==> src/include/rsc_pkg.sv <==
// Summary of operation
// - Reclaim follows the close; a request in it takes next shot or final trip.
// - Each shot uses either arcing or discrimination supervision.
// - Arcing shot: request time in reclaim reaching the limit fails the shot.
// - Request dropping before the arcing limit lets reclaim go on.
// - Reclaim expiry marks success, then general reclaim or ready.
// - Arcing time accumulates over one reclaim period.
// - Request in the discrimination window halts until unlock and manual close.
// - Drive open and close commands plus status indications.
// - Log time-stamped on/off events with 1 ms resolution.
// - One clearable counter per reclosing event kind and per request.
// - Manual operation resets the sequence; manual close in dead time locks out.
// - Object controller failure during open or close locks out.
// - Sequencer stays off unless a breaker object is configured.
// - Changes of commands, requests, control inputs and the running, locked, final and halt outputs record events; each type is enabled separately.
// - Enable input counts only when use-enable-input is set.
// - Manual unlock releases the locked state.
// - Lock input forces locked; return to ready needs manual unlock.
// - Critical request locks at once, with no shot.
// - Fixed priority, request one highest.
// - An active request with all conditions met starts a shot.
// - Follower held open during sequence; close granted after successful reclaim.
// - Settings are live ports; a group change applies at once.
// - A timer set to zero is skipped.
// - Request in general reclaim goes to final trip, then lock-out.
package rsc_pkg;
  localparam int TICK_US         = 1000;
  localparam int CLK_MHZ         = 200;
  localparam int TICK_CYCLES_DEF = TICK_US * CLK_MHZ;
  localparam int TIME_W  = 20;
  localparam int STAMP_W = 32;
  localparam int CNT_W   = 16;
  localparam int NREQ    = 5;
  localparam int EVT_N   = 16;
  localparam int NCNT    = 9;
  // Counter slots 0..4 are the requests
  localparam int CNT_SHOT    = 5;
  localparam int CNT_SUCCESS = 6;
  localparam int CNT_FINAL   = 7;
  localparam int CNT_LOCK    = 8;
  // Event source bit positions
  localparam int EV_OPEN   = 0;
  localparam int EV_CLOSE  = 1;
  localparam int EV_REQ    = 2;
  localparam int EV_ENABLE = 7;
  localparam int EV_UNLOCK = 8;
  localparam int EV_FLOCK  = 9;
  localparam int EV_CRIT   = 10;
  localparam int EV_RUN    = 11;
  localparam int EV_LOCKED = 12;
  localparam int EV_FINAL  = 13;
  localparam int EV_HALT   = 14;
  localparam int EV_MANUAL = 15;
  typedef enum logic [3:0] {
    ST_OFF     = 4'h0,
    ST_READY   = 4'h1,
    ST_OPENING = 4'h2,
    ST_DEAD    = 4'h3,
    ST_CLOSING = 4'h4,
    ST_RECLAIM = 4'h5,
    ST_GENRECL = 4'h6,
    ST_FINAL   = 4'h7,
    ST_LOCKED  = 4'h8,
    ST_HALTED  = 4'h9
  } rsc_state_type;
endpackage

==> src/design/rsc_core.sv <==
`timescale 1ns/100ps
module rsc_core import rsc_pkg::*; #(
  parameter int TICK_CYCLES = TICK_CYCLES_DEF
)(
  input  wire logic              ref_clk,                // Control clock
  input  wire logic              rst,                    // Sync reset, high
  input  wire logic              reclose_request_p1,     // Request, highest priority
  input  wire logic              reclose_request_p2,     // Request 2
  input  wire logic              reclose_request_p3,     // Request 3
  input  wire logic              reclose_request_p4,     // Request 4
  input  wire logic              reclose_request_p5,     // Request, lowest priority
  input  wire logic              sequencer_enable_in,    // On/off input
  input  wire logic              use_enable_input,       // Honour on/off input
  input  wire logic              manual_unlock_in,       // Manual reset
  input  wire logic              force_lock_in,          // Lock input
  input  wire logic              critical_lock_request,  // Critical request
  input  wire logic              objectConfigured,       // Breaker object present
  input  wire logic              breakerOpen,            // Breaker open status
  input  wire logic              breakerClosed,          // Breaker closed status
  input  wire logic              manualOpen,             // Manual open seen
  input  wire logic              manualClose,            // Manual close seen
  input  wire logic              objectFail,             // Failure report
  input  wire logic [2:0]        shotCount,              // Shots in scheme, 0..5
  input  wire logic [NREQ-1:0]   shotUseArcing,          // Per shot: 1 arcing, 0 discrimination
  input  wire logic [TIME_W-1:0] deadTimeMs,             // Dead time
  input  wire logic [TIME_W-1:0] reclaimTimeMs,          // Shot reclaim time
  input  wire logic [TIME_W-1:0] shot_supervision_limit, // Arcing limit
  input  wire logic [TIME_W-1:0] discrimTimeMs,          // Discrimination window
  input  wire logic [TIME_W-1:0] genReclaimTimeMs,       // General reclaim time
  input  wire logic              useGenReclaim,          // Enter general reclaim on success
  input  wire logic [EVT_N-1:0]  eventEnable,            // Per event type enable
  input  wire logic [NCNT-1:0]   counterClear,           // Per counter clear
  input  wire logic [3:0]        counterSelect,          // Counter read select
  output logic                   objectOpenCmd,          // Open command
  output logic                   objectCloseCmd,         // Close command
  output logic                   arOn,                   // Sequencer enabled
  output logic                   readyOut,               // Ready
  output logic                   runningOut,             // Running
  output logic                   inProgress,             // Opened, heading to close
  output logic                   deadTimeOn,             // Dead timer running
  output logic                   arcingTimeOn,           // Arcing timer running
  output logic                   reclaimTimeOn,          // Reclaim timer running
  output logic                   genReclaimOn,           // General reclaim running
  output logic                   seqFinished,            // Closed after last shot
  output logic                   finalTripOut,           // Final trip issued
  output logic                   lockedOut,              // Locked
  output logic                   haltedOut,              // Halted by discrimination
  output logic [2:0]             shotRunning,            // Current shot, 0 none
  output logic [2:0]             requestOn,              // Served request, 0 none
  output logic                   followerOpen,           // Follower breaker hold-open
  output logic                   followerClosePermit,    // Follower close permission
  output logic                   eventValid,             // Event record strobe
  output logic [3:0]             eventCode,              // Event source
  output logic                   eventLevel,             // New level of source
  output logic [STAMP_W-1:0]     eventStamp,             // Time stamp in ms
  output logic [CNT_W-1:0]       counterValue            // Selected counter
);

  function automatic logic [3:0] lowestSet(input logic [EVT_N-1:0] v);
    logic [3:0] r;
    r = 4'h0;
    for (int i = EVT_N - 1; i >= 0; i--) begin
      if (v[i]) r = 4'(i);
    end
    return r;
  endfunction

  logic                  msTick;
  rsc_state_type         stateReg, stateNext;
  logic [TIME_W-1:0]     timerReg, arcAccReg;
  logic [2:0]            shotReg, shotNext, reqIdxReg, reqIdxNext;
  logic                  lockGenReg, lockGenNext, unlockSeenReg;
  logic [NREQ-1:0]       reqVec;
  logic                  anyReq, blocked, arcMode, reqStart, permitNow, successNow;
  logic [CNT_W-1:0]      cntReg [NCNT];
  logic [NCNT-1:0]       cntBump;
  logic [STAMP_W-1:0]    msCountReg;
  logic [EVT_N-1:0]      evtNow, evtPrevReg, pendReg;
  logic [3:0]            evtIdx;

  rsc_ms_tick #(
    .DIV(TICK_CYCLES)
  ) uTick (
    .ref_clk(ref_clk),
    .rst    (rst),
    .msTick (msTick)
  );

  assign reqVec  = {reclose_request_p5, reclose_request_p4, reclose_request_p3,
                    reclose_request_p2, reclose_request_p1};
  assign anyReq  = |reqVec;
  assign blocked = !objectConfigured || (use_enable_input && !sequencer_enable_in);
  // Shots count from 1, selector bits from 0
  assign arcMode = (shotReg != 3'h0) && shotUseArcing[3'(shotReg - 3'h1)];

  always_comb begin
    stateNext   = stateReg;
    shotNext    = shotReg;
    reqIdxNext  = reqIdxReg;
    lockGenNext = lockGenReg;
    reqStart    = 1'b0;
    permitNow   = 1'b0;
    successNow  = 1'b0;
    if (blocked) begin
      stateNext = ST_OFF;
    end else if (critical_lock_request) begin
      stateNext = ST_LOCKED;
    end else if (force_lock_in) begin
      stateNext = ST_LOCKED;
    end else if ((manualOpen || manualClose) && stateReg inside
                 {ST_OPENING, ST_DEAD, ST_CLOSING, ST_RECLAIM, ST_GENRECL, ST_FINAL}) begin
      if (stateReg == ST_DEAD && manualClose) begin
        stateNext   = ST_GENRECL;
        lockGenNext = 1'b1;
      end else begin
        stateNext = ST_READY;
      end
    end else if (objectFail && stateReg inside {ST_OPENING, ST_CLOSING, ST_FINAL}) begin
      stateNext = ST_LOCKED;
    end else begin
      unique case (stateReg)
        ST_OFF: stateNext = ST_READY;
        ST_READY: begin
          if (anyReq && shotCount != 3'h0) begin
            stateNext   = ST_OPENING;
            shotNext    = 3'h1;
            reqIdxNext  = 3'(lowestSet(EVT_N'(reqVec)) + 4'h1);
            lockGenNext = 1'b0;
            reqStart    = 1'b1;
          end
        end
        ST_OPENING: if (breakerOpen) stateNext = ST_DEAD;
        ST_DEAD: if (timerReg >= deadTimeMs) stateNext = ST_CLOSING;
        ST_CLOSING: if (breakerClosed) stateNext = ST_RECLAIM;
        ST_RECLAIM: begin
          if (anyReq && !arcMode && timerReg < discrimTimeMs) begin
            stateNext = ST_HALTED;
          end else if (anyReq && (!arcMode || arcAccReg >= shot_supervision_limit)) begin
            if (shotReg < shotCount) begin
              shotNext  = 3'(shotReg + 3'h1);
              stateNext = ST_OPENING;
            end else begin
              stateNext = ST_FINAL;
            end
          end else if (timerReg >= reclaimTimeMs) begin
            successNow = 1'b1;
            if (useGenReclaim) begin
              stateNext = ST_GENRECL;
            end else begin
              stateNext = ST_READY;
              permitNow = 1'b1;
            end
          end
        end
        ST_GENRECL: begin
          if (anyReq) begin
            stateNext = ST_FINAL;
          end else if (timerReg >= genReclaimTimeMs) begin
            stateNext = lockGenReg ? ST_LOCKED : ST_READY;
            permitNow = !lockGenReg;
          end
        end
        ST_FINAL: if (breakerOpen) stateNext = ST_LOCKED;
        ST_LOCKED: if (manual_unlock_in) stateNext = ST_READY;
        // Unlock, then manual close
        ST_HALTED: if (unlockSeenReg && manualClose) stateNext = ST_READY;
      endcase
    end
    if (stateNext inside {ST_READY, ST_OFF, ST_LOCKED, ST_HALTED}) begin
      shotNext   = 3'h0;
      reqIdxNext = 3'h0;
    end
  end

  always_ff @(posedge ref_clk) begin
    if (rst) begin
      stateReg   <= ST_OFF;
      shotReg    <= 3'h0;
      reqIdxReg  <= 3'h0;
      lockGenReg <= 1'b0;
    end else begin
      stateReg   <= stateNext;
      shotReg    <= shotNext;
      reqIdxReg  <= reqIdxNext;
      lockGenReg <= lockGenNext;
    end
  end

  // Restarts on each state change; saturates rather than wrap
  always_ff @(posedge ref_clk) begin
    if (rst || stateNext != stateReg) begin
      timerReg <= '0;
    end else if (msTick && timerReg != '1) begin
      timerReg <= timerReg + 1'b1;
    end
  end

  // Accumulates over the reclaim period; a request drop keeps it
  always_ff @(posedge ref_clk) begin
    if (rst || stateReg != ST_RECLAIM) begin
      arcAccReg <= '0;
    end else if (msTick && anyReq && arcMode && arcAccReg != '1) begin
      arcAccReg <= arcAccReg + 1'b1;
    end
  end

  always_ff @(posedge ref_clk) begin
    if (rst || stateReg != ST_HALTED) begin
      unlockSeenReg <= 1'b0;
    end else if (manual_unlock_in) begin
      unlockSeenReg <= 1'b1;
    end
  end

  // Outputs decode the next state to line up with the state register
  always_ff @(posedge ref_clk) begin
    if (rst) begin
      objectOpenCmd  <= 1'b0;
      objectCloseCmd <= 1'b0;
      arOn           <= 1'b0;
      readyOut       <= 1'b0;
      runningOut     <= 1'b0;
      inProgress     <= 1'b0;
      deadTimeOn     <= 1'b0;
      arcingTimeOn   <= 1'b0;
      reclaimTimeOn  <= 1'b0;
      genReclaimOn   <= 1'b0;
      seqFinished    <= 1'b0;
      finalTripOut   <= 1'b0;
      lockedOut      <= 1'b0;
      haltedOut      <= 1'b0;
      shotRunning    <= 3'h0;
      requestOn      <= 3'h0;
    end else begin
      objectOpenCmd  <= stateNext inside {ST_OPENING, ST_FINAL};
      objectCloseCmd <= stateNext == ST_CLOSING;
      arOn           <= stateNext != ST_OFF;
      readyOut       <= stateNext == ST_READY;
      runningOut     <= stateNext inside {ST_OPENING, ST_DEAD, ST_CLOSING, ST_RECLAIM};
      inProgress     <= stateNext inside {ST_OPENING, ST_DEAD};
      deadTimeOn     <= stateNext == ST_DEAD;
      arcingTimeOn   <= stateNext == ST_RECLAIM && stateReg == ST_RECLAIM && arcMode && anyReq;
      reclaimTimeOn  <= stateNext == ST_RECLAIM;
      genReclaimOn   <= stateNext == ST_GENRECL;
      seqFinished    <= stateNext == ST_RECLAIM && shotNext == shotCount;
      finalTripOut   <= stateNext == ST_FINAL;
      lockedOut      <= stateNext == ST_LOCKED;
      haltedOut      <= stateNext == ST_HALTED;
      shotRunning    <= shotNext;
      requestOn      <= reqIdxNext;
    end
  end

  // Follower held open until close permission
  always_ff @(posedge ref_clk) begin
    if (rst) begin
      followerOpen        <= 1'b0;
      followerClosePermit <= 1'b0;
    end else if (reqStart) begin
      followerOpen        <= 1'b1;
      followerClosePermit <= 1'b0;
    end else if (permitNow) begin
      followerOpen        <= 1'b0;
      followerClosePermit <= 1'b1;
    end
  end

  always_comb begin
    cntBump = '0;
    if (reqStart) cntBump[3'(reqIdxNext - 3'h1)] = 1'b1;
    cntBump[CNT_SHOT]    = stateNext == ST_CLOSING && stateReg != ST_CLOSING;
    cntBump[CNT_SUCCESS] = successNow;
    cntBump[CNT_FINAL]   = stateNext == ST_FINAL && stateReg != ST_FINAL;
    cntBump[CNT_LOCK]    = stateNext == ST_LOCKED && stateReg != ST_LOCKED;
  end

  // Clear with a same-cycle event leaves one
  always_ff @(posedge ref_clk) begin
    for (int i = 0; i < NCNT; i++) begin
      if (rst) begin
        cntReg[i] <= '0;
      end else if (counterClear[i]) begin
        cntReg[i] <= CNT_W'(cntBump[i]);
      end else if (cntBump[i] && cntReg[i] != '1) begin
        cntReg[i] <= cntReg[i] + 1'b1;
      end
    end
  end

  always_ff @(posedge ref_clk) begin
    if (rst) begin
      counterValue <= '0;
    end else if (counterSelect < 4'(NCNT)) begin
      counterValue <= cntReg[counterSelect];
    end else begin
      counterValue <= '0;
    end
  end

  always_ff @(posedge ref_clk) begin
    if (rst) begin
      msCountReg <= '0;
    end else if (msTick) begin
      msCountReg <= msCountReg + 1'b1;
    end
  end

  always_comb begin
    evtNow              = '0;
    evtNow[EV_OPEN]     = objectOpenCmd;
    evtNow[EV_CLOSE]    = objectCloseCmd;
    evtNow[EV_REQ+:NREQ] = reqVec;
    evtNow[EV_ENABLE]   = sequencer_enable_in;
    evtNow[EV_UNLOCK]   = manual_unlock_in;
    evtNow[EV_FLOCK]    = force_lock_in;
    evtNow[EV_CRIT]     = critical_lock_request;
    evtNow[EV_RUN]      = runningOut;
    evtNow[EV_LOCKED]   = lockedOut;
    evtNow[EV_FINAL]    = finalTripOut;
    evtNow[EV_HALT]     = haltedOut;
    evtNow[EV_MANUAL]   = manualOpen || manualClose;
  end

  assign evtIdx = lowestSet(pendReg);

  // Pending bits drain one per cycle; a new change beats the serve-clear
  always_ff @(posedge ref_clk) begin
    if (rst) begin
      evtPrevReg <= '0;
      pendReg    <= '0;
      eventValid <= 1'b0;
      eventCode  <= 4'h0;
      eventLevel <= 1'b0;
      eventStamp <= '0;
    end else begin
      evtPrevReg <= evtNow;
      pendReg    <= (pendReg & ~(EVT_N'(|pendReg) << evtIdx)) |
                    ((evtNow ^ evtPrevReg) & eventEnable);
      eventValid <= |pendReg;
      eventCode  <= evtIdx;
      eventLevel <= evtNow[evtIdx];
      eventStamp <= msCountReg;
    end
  end
endmodule

==> src/design/rsc_ms_tick.sv <==
`timescale 1ns/100ps
module rsc_ms_tick #(
  parameter int DIV = 200000
)(
  input  wire logic ref_clk, // Control clock
  input  wire logic rst,     // Sync reset, high
  output logic      msTick   // Pulse every DIV clocks
);
  logic [31:0] divReg;

  always_ff @(posedge ref_clk) begin
    if (rst) begin
      divReg <= 32'h0;
      msTick <= 1'b0;
    end else if (divReg == 32'(DIV - 1)) begin
      divReg <= 32'h0;
      msTick <= 1'b1;
    end else begin
      divReg <= divReg + 32'h1;
      msTick <= 1'b0;
    end
  end
endmodule

==> config.mk <==
export PLATFORM = sky130hd
export DESIGN_NAME = rsc_core
export DESIGN_NICKNAME = d
export VERILOG_FILES = /design/src/include/rsc_pkg.sv /design/src/design/rsc_core.sv /design/src/design/rsc_ms_tick.sv
export SDC_FILE = /design/constraint.sdc
export NUM_CORES = 1
export LEC_CHECK = 0
export BUFFER_PORTS_ARGS = -buffer_cell sky130_fd_sc_hd__buf_2
export CORE_MARGIN = 2
export CORE_UTILIZATION = 55
export CTS_CLUSTER_SIZE = 16
export DETAILED_ROUTE_END_ITERATION = 12
export GPL_TIMING_DRIVEN = 0
export HOLD_SLACK_MARGIN = 0.1
export PLACE_DENSITY = 0.76
export SETUP_SLACK_MARGIN = 0.4
export SYNTH_ARGS = -nofsm -noshare
export SYNTH_HDL_FRONTEND = slang
export SYNTH_SLANG_ARGS = --single-unit
==> constraint.sdc <==
create_clock -name ref_clk -period 7 [get_ports ref_clk]
set_input_delay 1.05 -clock ref_clk [delete_from_list [all_inputs] [get_ports ref_clk]]
set_output_delay 1.05 -clock ref_clk [all_outputs]
set_load 0.02 [all_outputs]
# After elaboration in Yosys (flattened, before gate mapping)
# Memories as Yosys holds them, arrays and structs flattened. A register that Yosys moved wholly into a read port is not among the register bits.
# Index checks and enable logic that the tools add are counted.
# totals
mem_bits_rw	144
reg_bits	203
n_memories	1
output_inout_bits	76
elab_cells	384
inputBits	156
# mem_list
name	words	word_bits	rd	rd_ports_with_merged_regs	wr	line_no	source
cntReg	9	16	10	1	9	rsc_core.sv:75	logic [CNT_W-1:0] cntReg [NCNT];
# op_classes
magnitude_cmp	11
muxes	195
shift	1
bitwise_logic	27
addsub	17
reduce_logical	61
eq_ne	39
# op_table
op	n
$mux W16	18
$add A16 B1 Y16 const B	9
$ne A16 B16 Y1 const B	9
$mux W4	34
$mux W1	103
$mux W3	33
$ge A20 B20 Y1	4
$add A32 B1 Y32 const B	2
$add A20 B1 Y20 const B	2
$ne A20 B20 Y1 const B	2
$pmux W4 S10	1
$and A16 B16 Y16	2
$eq A32 B18 Y1 const B	1
$eq A4 B3 Y1 const B	8
$logic_and A1 B1 Y1	31
$lt A20 B20 Y1	1
$or A1 B1 Y1	18
$eq A4 B2 Y1 const B	4
$eq A4 B4 Y1 const B	4
$not A16 Y16	1
$or A16 B16 Y16	1
$reduce_or A16 Y1	1
$shl A1 B4 Y16	1
$xor A16 B16 Y16	1
other kinds (32)	60

# Logic depth before layout (Yosys ltp)
# depth
depth_word	33
mapped_depth	19
depth_no_buf	17

# Modules after synthesis
# From an unflattened synthesis, not the netlist that was laid out.
# unflattened
hier_cells	2238
hier_area_um2	20452.1
# modules_own_cells
module	cells_each	seq_area_each_um2	instances	area_per_inst_um2
rsc_core	2056	8047.7	1	18901.9
rsc_ms_tick	182	660.6	1	1550.2

# Worst setup path after synthesis
# Ideal clock, no wire load.
# synth_path
path_type	input -> register
startpoint	input port shot_supervision_limit[5]
endpoint	memory cntReg[2][0] (enable)
arrival_ns	5.484
setup_slack_ns	1.145
n_path_buf	2
path_stages	18
setup_time_ns	0.372
t_required_ns	6.628
path_cell_list	inv_1 ha_1 a21o_1 a221o_1 a221oi_1 o211a_1 a21oi_1 nor3b_1 a21o_1 o21ai_1 or2_2 ha_1 nor3b_1 nand2b_1 or4_1 buf_2 buf_6 nand2_1
# synth_lines
item	line_no	source
from (decl)	rsc_core.sv:27	input wire logic [TIME_W-1:0] shot_supervision_limit,
to (decl)	rsc_core.sv:75	

==> results.py <==
metrics = {
    "yosys": {
        "synth-seq-cells": 363,
        "ys_warn_count": 0,
        "synth_top_flop_cell": "dfxtp_1",
        "synthesis.area_um2": 20500,
        "synth_largest_area_cell": "dfxtp_1",
        "syn_inst": 2223,
        "ys_types": 87,
        "synth_area_leaders": "dfxtp_1 21%, edfxtp_1 21%, ha_1 7.2%",
        "synth_most_common_cell": "nor2_1",
        "synth_common_cells": "364 x nor2_1, 219 x dfxtp_1, 165 x nand2_1",
        "synth_top_area_share_pct": 21.3,
        "synth_edf_count": 144,
        "syn_nets": 2498,
        "synth-seq-area-share_pct": 42.4,
        "syn_avg_cell_area_um2": 9.24,
        "async_reset_ff_share_pct": 0,
    },
    "clock_tree": {
        "clk_pin_slew_ns": 0.07,
        "clk_latency_ns": 0.54,
        "cts_buffer_depth": 3,
        "htreeDepth": 2,
        "cts_sinks": 363,
        "cts_tree": "done",
        "root_buffer": "clkbuf_16",
        "cts_buffers": 38,
    },
    "power": {
        "vdd_drop_max_mv": 0.162,
        "power_density_nw_per_um2": 200,
        "p_leak_nw": 9.81,
    },
    "finish": {
        "syn_to_final_growth_pct": 14.4,
        "final_layout_size_suffix_gt1_share_pct": 14.5,
        "finalNetCount": 2765,
        "fin_area_um2": 23500,
        "n_fill_cell": 3029,
    },
    "place": {
        "port_buffers": 226,
        "gp_congestion": 0.940,
        "hpwlAfterDp_mm": 40.7,
        "place_area_um2": 22300,
    },
    "sta": {
        "setup-violations-final": 0,
        "rsz0062_at_grt": "no",
        "finalClockSkew_ns": 0.0133,
        "setup_tns_ns": 0,
        "slew_viol_final": 0,
        "min_period_over_period_pct": 86.4,
        "worst_pin_slew_ns": 1.12,
        "fin_crit_ns": 6.05,
        "slew_headroom_pct": 24.9,
        "fmax_mhz": 165,
        "hold_violations": 0,
    },
    "floorplan": {
        "die_w_um": 197,
        "core_area_um2": 36700,
        "row_count": 70,
        "start_util_pct": 56.0,
        "io-pin-count": 232,
        "die_h_um": 197,
        "die_area_um2": 38900,
    },
    "route": {
        "ant_nets": 0,
        "drcViolationCount": 0,
        "drt-initial-drc-count": 1303,
        "first_pass_iters": 6,
        "wl_mm": 53.3,
        "wire_per_inst_um": 17.8,
        "vias": 17200,
        "detail_route.vias_per_cell": 5.73,
    },
    "global_routing": {
        "grt_pass1_wl_mm": 86.2,
        "overflow": 0,
        "first_global_vias": 17000,
        "grtUsageTotal_pct": 27.8,
        "grt_max_degree": 17,
        "antenna_found_initial": 14,
    },
    "critical_path": {
        "worst_path_most_repeated_cell": "a21o_1",
        "crit_chain": "buf_2 -> inv_1 -> ha_1 -> a21o_1 -> a221o_1 -> a221oi_1 -> o211a_1 -> a21oi_1 -> nor3b_1 -> a21o_1 -> o21ai_2 -> or2_2 -> ha_1 -> and3_1 -> a21o_1 -> o31ai_2 -> buf_2 -> nand2_1",
        "cpMaxStageDelayCell": "o31ai_2",
        "critPathCaptureType": "flop",
        "critPathLaunchType": "input pin",
        "cpPeakStageDelay_ns": 0.54,
        "critical_path.max_fanout": 16,
        "critPathArrivalTime_ns": 6.16,
        "required_ns": 7.12,
        "critPathKind": "in2reg",
        "cp_num_buf_inv": 3,
        "critPathTopFamily": "compound AO/OA/AOI/OAI gates",
    },
    "run_status": {
        "status": "finished clean",
    },
    "hold_path": {
        "hp-class": "reg2reg",
    },
    "flow_run": {
        "maxCapViolCount": 0,
    },
}
-- what timing repair did --
action                     4_1_cts  5_1_grt
setup endpoints to repair        0       16
buffers inserted                 0        0
hold buffers                     0        0
gates resized for setup          0        2
-- area by class of cell --
class / instances / area (um^2) / area share, %
Multi-Input combinational cell: 1649 / 11000 / 46.8
Sequential cell: 363 / 8710 / 37.0
Timing Repair Buffer: 227 / 1140 / 4.84
Clock buffer: 50 / 1070 / 4.54
Tap cell: 468 / 586 / 2.49
Inverter: 141 / 529 / 2.25
Buffer: 70 / 308 / 1.31
Clock inverter: 20 / 144 / 0.612
Antenna cell: 8 / 20.0 / 0.0851
-- per-stage QoR --
step | hold slack (ns) | power [mW] | worst slack (ns) | instances | utilization [%]
floorplan | 0.426 | 2.60 | 1.14 | 2223 | -
global placement | 0.437 | 2.75 | 0.0277 | 2917 | 60.7
detailed placement | 0.451 | 2.76 | 0.109 | 2918 | 60.7
CTS | 0.465 | 4.73 | 0.665 | 2988 | 64.0
global route | 0.487 | 4.86 | 0.589 | 2996 | 64.1
finish | 0.460 | 4.70 | 0.953 | 2996 | 64.1
-- path summary, 6_finish.rpt --
kind                            slack (ns)  depth (start not counted)                        startpoint                          endpoint
worst max-delay path                  0.95                         18         shot_supervision_limit[5]        cntReg[1][8]$_SDFFCE_PN0P_
worst min-delay path                  0.46                          2  followerClosePermit$_SDFFE_PP0P_  followerClosePermit$_SDFFE_PP0P_
worst max register to register        1.06                         17         shotRunning[0]$_SDFF_PP0_        cntReg[1][8]$_SDFFCE_PN0P_
worst min register to register        0.46                          2  followerClosePermit$_SDFFE_PP0P_  followerClosePermit$_SDFFE_PP0P_
-- where the power goes --
| part | leakage, nW | total, mW | internal [mW] | switching [mW] |
|---|---|---|---|---|
| logic | 5.83 | 0.407 | 0.163 | 0.244 |
| clock network | 0.599 | 1.98 | 1.12 | 0.858 |
| registers | 3.38 | 2.32 | 2.25 | 0.0639 |
-- cell usage in the layout (no fill, tap or decap), drive strengths merged, types with 10 or more instances in the layout --
| cell | instances |
|---|---|
| mux4 | 33 |
| dfxtp | 219 |
| nand2b | 17 |
| xor2 | 161 |
| nor4 | 20 |
| nand4 | 48 |
| nand2 | 165 |
| or3 | 16 |
| nor2 | 373 |
| nor3 | 45 |
| o21ai | 41 |
| ha | 119 |
| clkbuf | 91 |
| xnor2 | 76 |
| or2 | 11 |
| and2 | 11 |
| and3 | 62 |
| mux2i | 25 |
| edfxtp | 144 |
| a211oi | 11 |
| and4 | 12 |
| clkinv | 14 |
| nor2b | 58 |
| a21oi | 97 |
| buf | 256 |
| inv | 145 |
| a21o | 13 |
| nand3 | 123 |
| o31ai | 10 |
-- worst min-delay path, delay by kind of cell, from the launching register on --
family                 cells  cell delay [ns]
flip-flops                 1             0.31
AO/OA/AOI/OAI              1             0.05
buffers and inverters      1             0.05
-- state kept, by name, summed over array words and instances, names as in the netlist, 3 cells and up --
register / flops
eventCode: 4
shotRunning: 3
evtPrevReg: 16
arcAccReg: 20
requestOn: 3
cntReg: 144
uTick.divReg: 32
counterValue: 16
eventStamp: 32
timerReg: 20
pendReg: 16
msCountReg: 32
stateReg: 4
-- cell families after synthesis --
| logic type | after synthesis | share of synthesized area [%] |
|---|---|---|
| AO/OA/AOI/OAI | 252 | 8.16 |
| XOR/XNOR | 237 | 10.1 |
| adder cells (fa/ha/maj) | 119 | 7.25 |
| buffers and inverters | 211 | 4.07 |
| flip-flops | 363 | 42.4 |
| multiplexers | 59 | 4.89 |
| AND/OR/NAND/NOR | 982 | 23.1 |
-- metal layers --
layer | up-vias | wire [um] | track usage [%]
met2 | 656 | 24200 | 45.0
met4 | 10 | 2120 | 11.2
met3 | 139 | 4500 | 6.27
li1 | 8290 | - | -
met1 | 8071 | 22400 | 36.2
met5 | - | 71 | 0
Note: power is estimated with default switching activity, not from simulation.
